**src/camp_defines.svh**
```systemverilog
// Constants for the counter array mode and PWM configuration block
// Function
// - Mode register holds watchdog lock bit: 0 unlocked, 1 locks the enable.
// - Mode register bit 4 always reads zero; writes to it are ignored.
// - Timebase 000 sysclk/12, 001 sysclk/4, 100 sysclk; 110 and 111 reserved.
// - Timebase 010 advances counter once per timer 0 overflow.
// - Timebase 011 counts falling count-input edges; source at most sysclk/4.
// - Timebase 101 uses external clock divided by eight, synchronised.
// - Overflow interrupt enable gates counter overflow flag onto interrupt.
// - While watchdog enabled, writes to other mode register bits are ignored.
// - Reload select steers capture/compare addresses to reload registers.
// - Reload registers act only in 9-15 bit and 16-bit PWM modes.
// - PWM config bit 6 is cycle overflow interrupt enable, resets zero.
// - Watchdog enable dedicates module 2 to watchdog; zero disables it.
// - Once lock is set the watchdog stays enabled until reset.
// - Overflow flag sets on 16-bit wrap to zero; only software clears.
// - Cycle overflow flag raises interrupt only when its enable is one.
`ifndef CAMP_DEFINES_SVH
`define CAMP_DEFINES_SVH
// Register addresses
`define CAMP_ADDR_CTRL 8'hD8
`define CAMP_ADDR_MODE 8'hD9
`define CAMP_ADDR_PWM 8'hF7
`define CAMP_ADDR_CNT_LO 8'hF9
`define CAMP_ADDR_CNT_HI 8'hFA
`define CAMP_ADDR_CC0_LO 8'hE9
`define CAMP_ADDR_CC0_HI 8'hEA
`define CAMP_ADDR_CC1_LO 8'hEB
`define CAMP_ADDR_CC1_HI 8'hEC
`define CAMP_ADDR_CC2_LO 8'hED
`define CAMP_ADDR_CC2_HI 8'hEE
// Field positions
`define CAMP_CTRL_CF 7
`define CAMP_CTRL_RUN 6
`define CAMP_MODE_IDLE 7
`define CAMP_MODE_WATCHDOG_ENABLE 6
`define CAMP_MODE_WATCHDOG_LOCK 5
`define CAMP_MODE_ECF 0
`define CAMP_PWM_RELOAD_REG_SELECT 7
`define CAMP_PWM_CYCLE_OVERFLOW_IRQ_ENABLE 6
`define CAMP_PWM_CYCLE_OVERFLOW_FLAG 5
`define CAMP_PWM_WIDE_PWM_RELOAD_ENABLE 3
// Reset values
`define CAMP_MODE_RESET 8'h40
`define CAMP_PWM_RESET 8'h00
// Timebase codes
`define CAMP_TB_DIV12 3'h0
`define CAMP_TB_DIV4 3'h1
`define CAMP_TB_T0 3'h2
`define CAMP_TB_ECI 3'h3
`define CAMP_TB_SYS 3'h4
`define CAMP_TB_EXT8 3'h5
// Timing counts
`define CAMP_DIV12_LAST 4'hB
`define CAMP_DIV4_LAST 2'h3
`define CAMP_EXT8_LAST 3'h7
`endif

```
**src/camp_pkg.sv**
```systemverilog
// Types shared by the counter array mode block
package camp_pkg;
  typedef logic [7:0] camp_byte_t;
  typedef logic [2:0] camp_tb_t;
  typedef logic [3:0] camp_idx_t;
endpackage : camp_pkg

```
**src/camp_ccmem_if.sv**
```systemverilog
// Carrier between the register decoder and the compare/reload store
`timescale 1ns/1ps
interface camp_ccmem_if;
  logic [3:0] idx;
  logic wr;
  logic [7:0] wdata;
  logic [7:0] rdata;
  modport ctrl (output idx, output wr, output wdata, input rdata);
  modport mem (input idx, input wr, input wdata, output rdata);
endinterface : camp_ccmem_if

```
**src/camp_ccmem.sv**
```systemverilog
// Byte store for capture/compare and auto-reload registers
`timescale 1ns/1ps
module camp_ccmem
  import camp_pkg::*;
#(
  parameter int DEPTH = 16
)
(
  // Clock and reset
  input wire logic sys_clk,
  input wire logic resetn,
  // Decoder side
  camp_ccmem_if.mem port
);

  logic [7:0] store [DEPTH];

  ////////////////////////////////////////////////////////////////////////
  // Write port; contents left unreset as in a plain RAM
  always_ff @(posedge sys_clk)
  begin
    if (port.wr)
    begin
      store[port.idx] <= port.wdata;
    end
  end

  // Registered read, one cycle after the index is presented
  always_ff @(posedge sys_clk)
  begin
    if (!resetn)
    begin
      port.rdata <= 8'h00;
    end
    else
    begin
      port.rdata <= store[port.idx];
    end
  end

endmodule : camp_ccmem

```
**src/camp_top.sv**
```systemverilog
// Counter array timebase, mode, watchdog lock and PWM configuration
`timescale 1ns/1ps
`include "camp_defines.svh"
module camp_top
  import camp_pkg::*;
(
  // Clock and reset
  input wire logic sys_clk,
  input wire logic resetn,
  // Special-function register port
  input wire logic [7:0] sfr_addr,
  input wire logic [7:0] sfr_wdata,
  input wire logic sfr_wr,
  input wire logic sfr_rd,
  output logic [7:0] sfr_rdata,
  // Timebase sources and processor idle status
  input wire logic timer0_overflow,
  input wire logic ext_count_input,
  input wire logic ext_clk,
  input wire logic cpu_idle,
  // Module status from the channel logic
  input wire logic [2:0] pwm_mode_active,
  // Outputs
  output logic irq,
  output logic watchdog_enable,
  output logic [2:0] reload_apply,
  output logic [15:0] count
);

  camp_byte_t mode_reg;
  camp_byte_t pwm_reg, reg_rdata, cc_rdata;
  logic cf;
  logic run;
  logic [3:0] div12;
  logic [1:0] div4;
  logic [2:0] ext8;
  logic eci_s1, eci_s2, eci_prev;
  logic xck_s1, xck_s2, xck_prev;
  logic eci_fall, xck_rise, tick, step;
  logic rd_cc;
  camp_idx_t cc_idx, cc_dec;
  camp_tb_t tsel;
  camp_ccmem_if ccm ();

  assign tsel = mode_reg[3:1];
  // Enable bit hands module 2 to the watchdog
  assign watchdog_enable = mode_reg[`CAMP_MODE_WATCHDOG_ENABLE];

  ////////////////////////////////////////////////////////////////////////
  // Address decode for the compare/reload byte store
  function automatic logic [3:0] cc_decode(input logic [7:0] a);
    case (a)
      `CAMP_ADDR_CC0_LO: cc_decode = {1'b1, 2'h0, 1'b0};
      `CAMP_ADDR_CC0_HI: cc_decode = {1'b1, 2'h0, 1'b1};
      `CAMP_ADDR_CC1_LO: cc_decode = {1'b1, 2'h1, 1'b0};
      `CAMP_ADDR_CC1_HI: cc_decode = {1'b1, 2'h1, 1'b1};
      `CAMP_ADDR_CC2_LO: cc_decode = {1'b1, 2'h2, 1'b0};
      `CAMP_ADDR_CC2_HI: cc_decode = {1'b1, 2'h2, 1'b1};
      default: cc_decode = 4'h0;
    endcase
  endfunction : cc_decode

  // True when the low n bits (n = 8 + select) are all ones
  function automatic logic low_all_ones(input logic [15:0] c,
                                        input logic [2:0] sel);
    logic [15:0] mask;
    mask = 16'hFFFF >> (4'h8 - {1'b0, sel});
    low_all_ones = ((c & mask) == mask);
  endfunction : low_all_ones

  ////////////////////////////////////////////////////////////////////////
  // Counter mode register
  always_ff @(posedge sys_clk)
  begin
    if (!resetn)
    begin
      mode_reg <= `CAMP_MODE_RESET;
    end
    else if (sfr_wr && sfr_addr == `CAMP_ADDR_MODE)
    begin
      if (mode_reg[`CAMP_MODE_WATCHDOG_ENABLE])
      begin
        if (!mode_reg[`CAMP_MODE_WATCHDOG_LOCK])
        begin
          mode_reg[`CAMP_MODE_WATCHDOG_ENABLE] <= sfr_wdata[`CAMP_MODE_WATCHDOG_ENABLE];
        end
      end
      else
      begin
        mode_reg <= sfr_wdata & 8'hEF;
        if (sfr_wdata[`CAMP_MODE_WATCHDOG_LOCK])
        begin
          mode_reg[`CAMP_MODE_WATCHDOG_ENABLE] <= 1'b1;
        end
      end
    end
  end

  // PWM configuration; cycle overflow set by hardware wins over clear
  always_ff @(posedge sys_clk)
  begin
    if (!resetn)
    begin
      pwm_reg <= `CAMP_PWM_RESET;
    end
    else
    begin
      if (sfr_wr && sfr_addr == `CAMP_ADDR_PWM)
      begin
        pwm_reg <= sfr_wdata & 8'hEF;
      end
      if (step && low_all_ones(count, pwm_reg[2:0]))
      begin
        pwm_reg[`CAMP_PWM_CYCLE_OVERFLOW_FLAG] <= 1'b1;
      end
    end
  end

  // Control register: run bit and overflow flag
  always_ff @(posedge sys_clk)
  begin
    if (!resetn)
    begin
      run <= 1'b0;
      cf <= 1'b0;
    end
    else
    begin
      if (sfr_wr && sfr_addr == `CAMP_ADDR_CTRL)
      begin
        run <= sfr_wdata[`CAMP_CTRL_RUN];
        cf <= sfr_wdata[`CAMP_CTRL_CF];
      end
      // Wrap sets flag, beats a clear
      if (step && count == 16'hFFFF)
      begin
        cf <= 1'b1;
      end
    end
  end

  ////////////////////////////////////////////////////////////////////////
  // Pin synchronisers; first stage feeds only the second
  always_ff @(posedge sys_clk)
  begin
    if (!resetn)
    begin
      eci_s1 <= 1'b1;
      eci_s2 <= 1'b1;
      eci_prev <= 1'b1;
      xck_s1 <= 1'b0;
      xck_s2 <= 1'b0;
      xck_prev <= 1'b0;
    end
    else
    begin
      eci_s1 <= ext_count_input;
      eci_s2 <= eci_s1;
      eci_prev <= eci_s2;
      xck_s1 <= ext_clk;
      xck_s2 <= xck_s1;
      xck_prev <= xck_s2;
    end
  end

  assign eci_fall = eci_prev && !eci_s2;
  assign xck_rise = xck_s2 && !xck_prev;

  // Free-running prescalers so a code change picks up at once
  always_ff @(posedge sys_clk)
  begin
    if (!resetn)
    begin
      div12 <= 4'h0;
      div4 <= 2'h0;
    end
    else
    begin
      div12 <= (div12 == `CAMP_DIV12_LAST) ? 4'h0 : div12 + 4'h1;
      div4 <= div4 + 2'h1;
    end
  end

  // Divide synchronised external clock by eight
  always_ff @(posedge sys_clk)
  begin
    if (!resetn)
    begin
      ext8 <= 3'h0;
    end
    else if (xck_rise)
    begin
      ext8 <= ext8 + 3'h1;
    end
  end

  always_comb
  begin
    case (tsel)
      `CAMP_TB_DIV12: tick = (div12 == `CAMP_DIV12_LAST);
      `CAMP_TB_DIV4: tick = (div4 == `CAMP_DIV4_LAST);
      `CAMP_TB_T0: tick = timer0_overflow;
      `CAMP_TB_ECI: tick = eci_fall;
      `CAMP_TB_SYS: tick = 1'b1;
      `CAMP_TB_EXT8: tick = xck_rise && (ext8 == `CAMP_EXT8_LAST);
      default: tick = 1'b0;
    endcase
  end

  // Idle control bit suspends counting while the processor idles
  assign step = tick && run && !(mode_reg[`CAMP_MODE_IDLE] && cpu_idle);

  // Count one per strobe; writable while stopped
  always_ff @(posedge sys_clk)
  begin
    if (!resetn)
    begin
      count <= 16'h0000;
    end
    else if (sfr_wr && !run && sfr_addr == `CAMP_ADDR_CNT_LO)
    begin
      count[7:0] <= sfr_wdata;
    end
    else if (sfr_wr && !run && sfr_addr == `CAMP_ADDR_CNT_HI)
    begin
      count[15:8] <= sfr_wdata;
    end
    else if (step)
    begin
      count <= count + 16'h0001;
    end
  end

  ////////////////////////////////////////////////////////////////////////
  // Overflow interrupt gating
  assign irq = (cf && mode_reg[`CAMP_MODE_ECF])
    || (pwm_reg[`CAMP_PWM_CYCLE_OVERFLOW_FLAG] && pwm_reg[`CAMP_PWM_CYCLE_OVERFLOW_IRQ_ENABLE]);

  // Reload pulses only for PWM-mode channels with reload on
  always_ff @(posedge sys_clk)
  begin
    if (!resetn)
    begin
      reload_apply <= 3'h0;
    end
    else if (step && count == 16'hFFFF && pwm_reg[`CAMP_PWM_WIDE_PWM_RELOAD_ENABLE])
    begin
      reload_apply <= pwm_mode_active;
    end
    else
    begin
      reload_apply <= 3'h0;
    end
  end

  ////////////////////////////////////////////////////////////////////////
  // Reload select picks the bank
  assign cc_dec = cc_decode(sfr_addr);
  assign cc_idx = {pwm_reg[`CAMP_PWM_RELOAD_REG_SELECT], cc_dec[2:0]};
  assign ccm.idx = cc_idx;
  assign ccm.wr = sfr_wr && cc_dec[3];
  assign ccm.wdata = sfr_wdata;

  camp_ccmem #(.DEPTH(16)) u_ccmem (
    .sys_clk(sys_clk),
    .resetn(resetn),
    .port(ccm.mem)
  );

  // Register read data, held one cycle after the read strobe
  always_ff @(posedge sys_clk)
  begin
    if (!resetn)
    begin
      rd_cc <= 1'b0;
      reg_rdata <= 8'h00;
    end
    else
    begin
      rd_cc <= sfr_rd && cc_dec[3];
      reg_rdata <= 8'h00;
      if (sfr_rd)
      begin
        case (sfr_addr)
          `CAMP_ADDR_CTRL: reg_rdata <= {cf, run, 6'h00};
          `CAMP_ADDR_MODE: reg_rdata <= mode_reg;
          `CAMP_ADDR_PWM: reg_rdata <= pwm_reg;
          `CAMP_ADDR_CNT_LO: reg_rdata <= count[7:0];
          `CAMP_ADDR_CNT_HI: reg_rdata <= count[15:8];
          default: reg_rdata <= 8'h00;
        endcase
      end
    end
  end

  // Store answers in the same cycle as the register bytes
  assign cc_rdata = rd_cc ? ccm.rdata : 8'h00;
  assign sfr_rdata = reg_rdata | cc_rdata;
endmodule : camp_top

```
**config.mk**
```make
export PLATFORM = sky130hd
export DESIGN_NAME = camp_top
export DESIGN_NICKNAME = d
export VERILOG_FILES = /design/src/camp_pkg.sv /design/src/camp_ccmem_if.sv /design/src/camp_ccmem.sv /design/src/camp_top.sv
export VERILOG_INCLUDE_DIRS = /design/src
export SDC_FILE = /design/constraint.sdc
export NUM_CORES = 1
export LEC_CHECK = 0
export BUFFER_PORTS_ARGS = -buffer_cell sky130_fd_sc_hd__buf_2
export CORE_MARGIN = 2
export CORE_UTILIZATION = 38
export CTS_BUF_LIST = sky130_fd_sc_hd__clkbuf_8
export DETAILED_ROUTE_END_ITERATION = 16
export PLACE_DENSITY_LB_ADDON = 0.3
export SLEW_MARGIN = 30
export SYNTH_ARGS = -nofsm -noshare
export SYNTH_HDL_FRONTEND = slang
export SYNTH_SLANG_ARGS = --single-unit
```
**constraint.sdc**
```tcl
create_clock -name sys_clk -period 2.8 [get_ports sys_clk]
set_clock_uncertainty 0.2 [all_clocks]
set_input_delay 0.7 -clock sys_clk [delete_from_list [all_inputs] [get_ports sys_clk]]
set_output_delay 0.7 -clock sys_clk [all_outputs]
set_load 0.02 [all_outputs]
```
# After elaboration in Yosys (flattened, before gate mapping)
# Memories as Yosys holds them, arrays and structs flattened. A register that Yosys moved wholly into a read port is not among the register bits.
# Index checks and enable logic that the tools add are counted.
# op_classes
n_addsub	5
shifts	1
mux	17
n_eq_ne	22
bitwise	5
reduce_logical	36
# ops
operator	n
8-bit equality test (second input constant)	11
8-bit case mux with 5 select lines	1
8-bit two-way mux	4
4-bit case mux with 6 select lines	1
1-bit logical AND	19
16-bit by 1-bit adder with 16-bit output (second input constant)	1
16-bit bitwise AND	1
16-bit equality test	1
16-bit equality test (second input constant)	1
16-bit two-way mux	1
16-bit by 4-bit >> shifter with 16-bit output (first input constant)	1
2-bit AND reduction	5
3-bit equality test (second input constant)	3
1-bit two-way mux	8
8-bit OR	1
2-bit nonzero test	4
3-bit by 2-bit equality test with 1-bit output (second input constant)	2
6-bit two-way mux	1
1-bit case mux with 6 select lines	1
1-bit zero test	5
4-bit by 1-bit adder with 4-bit output (second input constant)	1
4-bit equality test (second input constant)	1
4-bit by 3-bit subtractor with 4-bit output (first input constant)	1
3-bit by 1-bit adder with 3-bit output (second input constant)	1
8 further kinds	10
# word_totals
mem_bits_rw	128
ff_bits	59
mem_count	1
# memory_table
memory	words	word_bits	rd	rd_clocked_by_memory_dff	wr	line_no	source
u_ccmem.store	16	8	1	1	1	camp_ccmem.sv:16	logic [7:0] store [DEPTH];

# Logic depth before layout (Yosys ltp)
# logic_depth
word_depth	9
depth_mapped	10
depth_no_buf	10

# Hierarchy
# A second synthesis with hierarchy kept.
# unflattened
hier_cells	614
area_unflattened_um2	8335.5
# by_module_without_submodules
mod	area_each_um2	cells_each	seq_area_each_um2	instances
camp_ccmem	5238.8	270	4003.8	1
camp_top	3096.7	344	1181.1	1

# Least setup slack after synthesis
# No wires, ideal clock.
# synth_timing
path_type	input port to flip-flop
from	in sfr_addr[0]
to	mem u_ccmem.store[2][0] (enable)
required_time_ns	2.205
path_stages	5
setup_ns	0.395
path_slack_ns	-0.016
t_arrival_ns	2.222
path_buffers	1
path_cell_list	buf_2 nor2_1 xnor2_1 nand4_1 nor4_1
# synth_via
elab_chain_cells	5
word_cells_on_any_way	10
cone_classes	eq/ne (6); mux (3); reduce/logical (1)
# synth_lines
item	line_no	source
start: declaration	camp_top.sv:11	input wire logic [7:0] sfr_addr,
8-bit equality test	camp_top.sv:52	case (a)
4-bit case mux with 6 select lines *	camp_top.sv:52	
1-bit logical AND	camp_top.sv:261	assign ccm.wr = sfr_wr && cc_dec[3];
1-bit two-way mux	camp_ccmem.sv:22	if (port.wr)
1-bit two-way mux (implied by the code)	camp_ccmem.sv:24	store[port.idx] <= port.wdata;
end: declaration	camp_ccmem.sv:16	
# Mark *: on every way between the ends. The rest lies on a longest branch, timed or not.

# Worst setup path in the final report
# layout_timing
from	reg ext8[0]
to	reg count[13]
# layout_via
elab_chain_cells	7
# layout_lines
item	line_no	source
start: declaration	camp_top.sv:36	logic [2:0] ext8;
start signal: assignment	camp_top.sv:193	ext8 <= ext8 + 3'h1;
3-bit equality test (no line)	n/a	
1-bit logical AND	camp_top.sv:205	`CAMP_TB_EXT8: tick = xck_rise && (ext8 == `CAMP_EXT8_LAST);
1-bit case mux with 6 select lines	camp_top.sv:199	case (tsel)
1-bit logical AND (2 in a row)	camp_top.sv:211	assign step = tick && run && !(mode_reg[`CAMP_MODE_IDLE] && cpu_idle);
2-bit nonzero test (no line)	n/a	
2-bit AND reduction (no line)	n/a	
end signal: assignment	camp_top.sv:226	count[15:8] <= sfr_wdata;
end signal: assignment	camp_top.sv:230	count <= count + 16'h0001;
end: declaration	camp_top.sv:27	output logic [15:0] count
# No other way between the ends.
# A chain may end at the register's enable or synchronous reset.

==> impl_results.html <==
<table>
<tr><th>Metric</th><th>Value</th></tr>
<tr><th colspan="2">Min path</th></tr>
<tr><td>Class of the tightest hold or removal check</td><td>primary input to flop</td></tr>
<tr><td>Hold wc startpoint</td><td>ext_count_input</td></tr>
<tr><td>Worst-case hold path end point</td><td>eci_s1</td></tr>
<tr><td>Worst hold stages</td><td>2</td></tr>
<tr><th colspan="2">Worst setup path</th></tr>
<tr><td>Reg2Reg Launch Point</td><td>ext8[0]</td></tr>
<tr><td>Reg-to-Reg End</td><td>count[13]</td></tr>
<tr><td>Top cell family by delay on the critical path</td><td>compound AO/OA/AOI/OAI gates</td></tr>
<tr><td>Crit-path cells</td><td>ha_1 &gt; ha_1 &gt; nand3b_1 &gt; a221oi_2 &gt; o211ai_2 &gt; nor4_4 &gt; xnor2_1 &gt; a21oi_1</td></tr>
<tr><td>Largest stage delay on the critical path</td><td>0.46 ns</td></tr>
<tr><td>Internal reg-to-reg setup slack</td><td>0.40 ns</td></tr>
<tr><td>Number of cells on the worst reg-to-reg path</td><td>8</td></tr>
<tr><td>Startpoint Class</td><td>flop</td></tr>
<tr><td>Cell mode on critical path</td><td>ha_1</td></tr>
<tr><td>Buf+Inv Stages, Crit Path</td><td>0</td></tr>
<tr><td>Required time of the critical path</td><td>2.95 ns</td></tr>
<tr><td>Endpoint kind of the worst setup timing path</td><td>flop</td></tr>
<tr><td>Critical-path maximum fanout</td><td>7</td></tr>
<tr><td>Critical Setup Path Class</td><td>flop to flop</td></tr>
<tr><td>Data arrival, critical path</td><td>2.55 ns</td></tr>
<tr><td>Slowest cell on crit path</td><td>a221oi_2</td></tr>
<tr><th colspan="2">Cells and area</th></tr>
<tr><td>Area added between synthesis and finish</td><td>17.3%</td></tr>
<tr><td>Leading registers by flop count</td><td>u_ccmem.store (126), count (16)</td></tr>
<tr><td>Fraction of final layout cells with drive strength greater than 1</td><td>0.195</td></tr>
<tr><td>ANT cells</td><td>0</td></tr>
<tr><td>Post-route non-filler standard cell count</td><td>1081</td></tr>
<tr><td>Number of flip-flops in the largest register</td><td>126</td></tr>
<tr><td>Number of inserted filler cells in the final layout</td><td>1971</td></tr>
<tr><td>Most flop-heavy register</td><td>u_ccmem.store</td></tr>
<tr><td>Count of nets after finishing</td><td>830</td></tr>
<tr><td>Summed area of non-filler cells in the final layout</td><td>9600 um^2</td></tr>
<tr><td>Sequential cell area</td><td>5120 um^2</td></tr>
<tr><td>Combined area of the multi-input logic cells</td><td>2970 um^2</td></tr>
<tr><th colspan="2">Detailed routing</th></tr>
<tr><td>DRC violation total after the first TritonRoute iteration</td><td>613</td></tr>
<tr><td>ANT nets after route</td><td>0</td></tr>
<tr><td>WL/cell</td><td>20.0 um</td></tr>
<tr><td>Total vias in the final route</td><td>5958</td></tr>
<tr><td>Routed wire length</td><td>21600 um</td></tr>
<tr><td>DRC errors left</td><td>0</td></tr>
<tr><td>Mean number of vias per cell</td><td>5.51</td></tr>
<tr><td>Number of optimization iterations in the first detailed-route pass</td><td>5</td></tr>
<tr><th colspan="2">GRT</th></tr>
<tr><td>Sum of overflow across all layers after global routing</td><td>0</td></tr>
<tr><td>Vias in the first global route</td><td>5602</td></tr>
<tr><td>Global-route wire length before repair</td><td>33000 um</td></tr>
<tr><td>Antenna violations before repair</td><td>0</td></tr>
<tr><td>Aggregate global-route resource usage</td><td>0.197</td></tr>
<tr><td>Pin count of the biggest net entering global routing</td><td>30</td></tr>
<tr><th colspan="2">Power</th></tr>
<tr><td>Internal Power</td><td>3.92 mW</td></tr>
<tr><td>Net switching power of the design</td><td>1.27 mW</td></tr>
<tr><td>Max IR drop VDD</td><td>0.213 mV</td></tr>
<tr><td>Combinational Power Share</td><td>0.048</td></tr>
<tr><td>Seq pwr share</td><td>0.597</td></tr>
<tr><td>Ratio of total power to cell area</td><td>541 nW/um^2</td></tr>
<tr><td>Switching Fraction</td><td>0.245</td></tr>
<tr><td>Clock network fraction of total power</td><td>0.355</td></tr>
<tr><td>Leakage component of the power</td><td>3.48 nW</td></tr>
<tr><th colspan="2">Yosys</th></tr>
<tr><td>Area share of and/or/nand/nor cells after synthesis</td><td>0.128</td></tr>
<tr><td>Number of enable flip-flop cells after synthesis</td><td>126</td></tr>
<tr><td>Proportion of netlist area held by the largest area contributor</td><td>0.462</td></tr>
<tr><td>Synthesis Warnings</td><td>0</td></tr>
<tr><td>Commonest cells in the netlist</td><td>edfxtp_1 (126), dfxtp_1 (67), nand2_1 (52)</td></tr>
<tr><td>Post-synthesis compound-gate area fraction</td><td>0.178</td></tr>
<tr><td>Proportion of synthesized area in mux cells</td><td>0.00993</td></tr>
<tr><td>Count of cell types in the netlist</td><td>69</td></tr>
<tr><td>Combinational family with the most area after synthesis</td><td>compound AO/OA/AOI/OAI gates</td></tr>
<tr><td>Most frequent cell after synthesis</td><td>edfxtp_1</td></tr>
<tr><td>Per-instance average area after synthesis</td><td>12.1 um^2</td></tr>
<tr><td>Part of the Yosys area used for sequential elements</td><td>0.626</td></tr>
<tr><td>Most used flip-flop cell after synthesis</td><td>edfxtp_1</td></tr>
<tr><td>Synthesized cell area</td><td>8190 um^2</td></tr>
<tr><td>Area share of fa/ha/maj cells after synthesis</td><td>0.0153</td></tr>
<tr><td>Post-synthesis async set-or-reset flop share</td><td>0</td></tr>
<tr><td>Leading cell types by total area after synthesis</td><td>edfxtp_1 (46%), dfxtp_1 (16%), a22oi_1 (3.7%)</td></tr>
<tr><td>Cell type contributing the most total cell area after synthesis</td><td>edfxtp_1</td></tr>
<tr><td>Number of standard cells after synthesis</td><td>677</td></tr>
<tr><td>Xor-xnor portion of the synthesized cell area</td><td>0.0150</td></tr>
<tr><td>Flip-flop and latch count after synthesis</td><td>193</td></tr>
<tr><th colspan="2">STA</th></tr>
<tr><td>Max transition margin</td><td>0.644</td></tr>
<tr><td>Final critical-path required period</td><td>2.40 ns</td></tr>
<tr><td>Count of endpoints failing hold in the final timing report</td><td>0</td></tr>
<tr><td>Total of endpoints with negative setup slack in the final report</td><td>0</td></tr>
<tr><td>Share of the cycle needed by the critical path after routing</td><td>0.856</td></tr>
<tr><td>Fmax</td><td>417 MHz</td></tr>
<tr><td>Setup repair after global routing missed its margin</td><td>false</td></tr>
<tr><td>Final number of max-transition violations</td><td>0</td></tr>
<tr><td>Actual slew at the worst max-slew pin</td><td>0.534 ns</td></tr>
<tr><td>Total negative slack</td><td>0 ns</td></tr>
<tr><th colspan="2">Clocking</th></tr>
<tr><td>Total clock buffers created by CTS</td><td>17</td></tr>
<tr><td>Number of instances resized during post-cts repair</td><td>0</td></tr>
<tr><td>Clock latency on the worst-skew pair</td><td>0.48 ns</td></tr>
<tr><td>Maximum buffer depth of the clock tree</td><td>2</td></tr>
<tr><td>CTS tree</td><td>done</td></tr>
<tr><td>Post CTS Setup Buffer Count</td><td>0</td></tr>
<tr><td>Root cell of the clock tree</td><td>clkbuf_8</td></tr>
<tr><td>H-Tree Level Count</td><td>4</td></tr>
<tr><td>TritonCTS sink count</td><td>193</td></tr>
<tr><td>Clock transition at the registers of the reported paths</td><td>0.11 ns</td></tr>
<tr><td>Number of hold buffers added after CTS</td><td>0</td></tr>
<tr><th colspan="2">Placed design</th></tr>
<tr><td>Sum of net half-perimeters after detailed placement</td><td>14900 um</td></tr>
<tr><td>GPL Wtd Cong</td><td>0.897</td></tr>
<tr><td>DP Cell Count</td><td>1049</td></tr>
<tr><td>Area after detailed placement</td><td>9190 um^2</td></tr>
<tr><td>Total of buffers placed on input and output ports</td><td>55</td></tr>
<tr><th colspan="2">Run status</th></tr>
<tr><td>Result of the run</td><td>finished, final reports clean</td></tr>
<tr><th colspan="2">Die</th></tr>
<tr><td>Die area</td><td>22700 um^2</td></tr>
<tr><td>Chip Width</td><td>151 um</td></tr>
<tr><td>Number of placed I/O pins</td><td>56</td></tr>
<tr><td>Initial Util</td><td>0.388</td></tr>
<tr><td>DIE HEIGHT</td><td>151 um</td></tr>
<tr><td>Area of the placeable core</td><td>21100 um^2</td></tr>
<tr><td>Row count</td><td>53</td></tr>
<tr><th colspan="2">Flow run</th></tr>
<tr><td>Max-capacitance violation count</td><td>0</td></tr>
</table>
==> cell families after synthesis <==
kind of cell,after synthesis
adders and majority gates,10
AOI/OAI and AO/OA,203
muxes,8
xor gates and xnor gates,14
buffers and inverters,53
other,1
and+or+nand+nor,195
DFF,193
==> cells in the final DEF (no fill, tap or decap), types with 17 or more instances in the layout <==
cell type | synthesis | routed
edfxtp_1 | 126 | 126
o21ai_0 | 33 | 33
buf_2 | 14 | 55
dfxtp_1 | 67 | 67
a21oi_1 | 33 | 33
clkbuf_8 | 0 | 17
buf_4 | 1 | 50
nor2_1 | 35 | 35
nand2_1 | 52 | 52
a22oi_1 | 40 | 40
nand3_1 | 19 | 19
conb_1 | 1 | 30
==> power by group through the flow <==
stage | registers (mW) | logic (mW) | clock network (mW)
after floorplan | 3.16 | 0.119 | 0
after global placement | 3.17 | 0.247 | 0
after detailed placement | 3.17 | 0.248 | 0
after CTS | 3.10 | 0.249 | 1.89
after global routing | 3.11 | 0.274 | 2.00
final | 3.10 | 0.250 | 1.84
==> worst register-to-register path, stage by stage, from the launching register on <==
cell and delay, ns:
dfxtp_1 0.37, ha_1 0.16, ha_1 0.13, nand3b_1 0.09, a221oi_2 0.46, o211ai_2 0.28
nor4_4 0.35, xnor2_1 0.15, a21oi_1 0.09
==> per-stage QoR <==
stage	hold slack, ns	util	power (mW)	setup WS, ns
6_report	0.207	0.455	5.19	0.402
5_1_grt	0.196	0.455	5.38	0.197
4_1_cts	0.185	0.455	5.24	0.381
3_5_place_dp	0.192	0.436	3.42	0.0221
2_1_floorplan	0.186	-	3.28	0.244
3_3_place_gp	0.195	0.436	3.41	0.0213
==> cell type report <==
cell class / count / area share
flip-flops and latches: 193 / 0.534
well taps: 275 / 0.0358
clock inverters: 15 / 0.0190
multi-input cells: 460 / 0.310
clock buffers: 17 / 0.0244
inverters: 14 / 0.00547
repair buffers: 107 / 0.0719
==> layer usage <==
metal,up-vias,GRT usage,part of all wire
met3,28,0.0449,0.079
met4,0,0.0617,0.019
met2,223,0.292,0.45
li1,2801,-,-
met1,2906,0.286,0.45
met5,-,0,0
==> worst max-delay path by stage <==
stage / slack [ns] / startpoint / endpoint / cells after the start
floorplan: 0.24 / sfr_addr[2] / u_ccmem.store[11][0] / 6
global placement: 0.02 / sfr_addr[4] / u_ccmem.store[1][4] / 6
detailed placement: 0.02 / sfr_addr[4] / u_ccmem.store[1][4] / 6
CTS: 0.38 / ext8[0] / count[13] / 8
global route: 0.20 / ext8[0] / count[13] / 8
finish: 0.40 / ext8[0] / count[13] / 8
No activity file was read; power rests on OpenSTA's default activity.
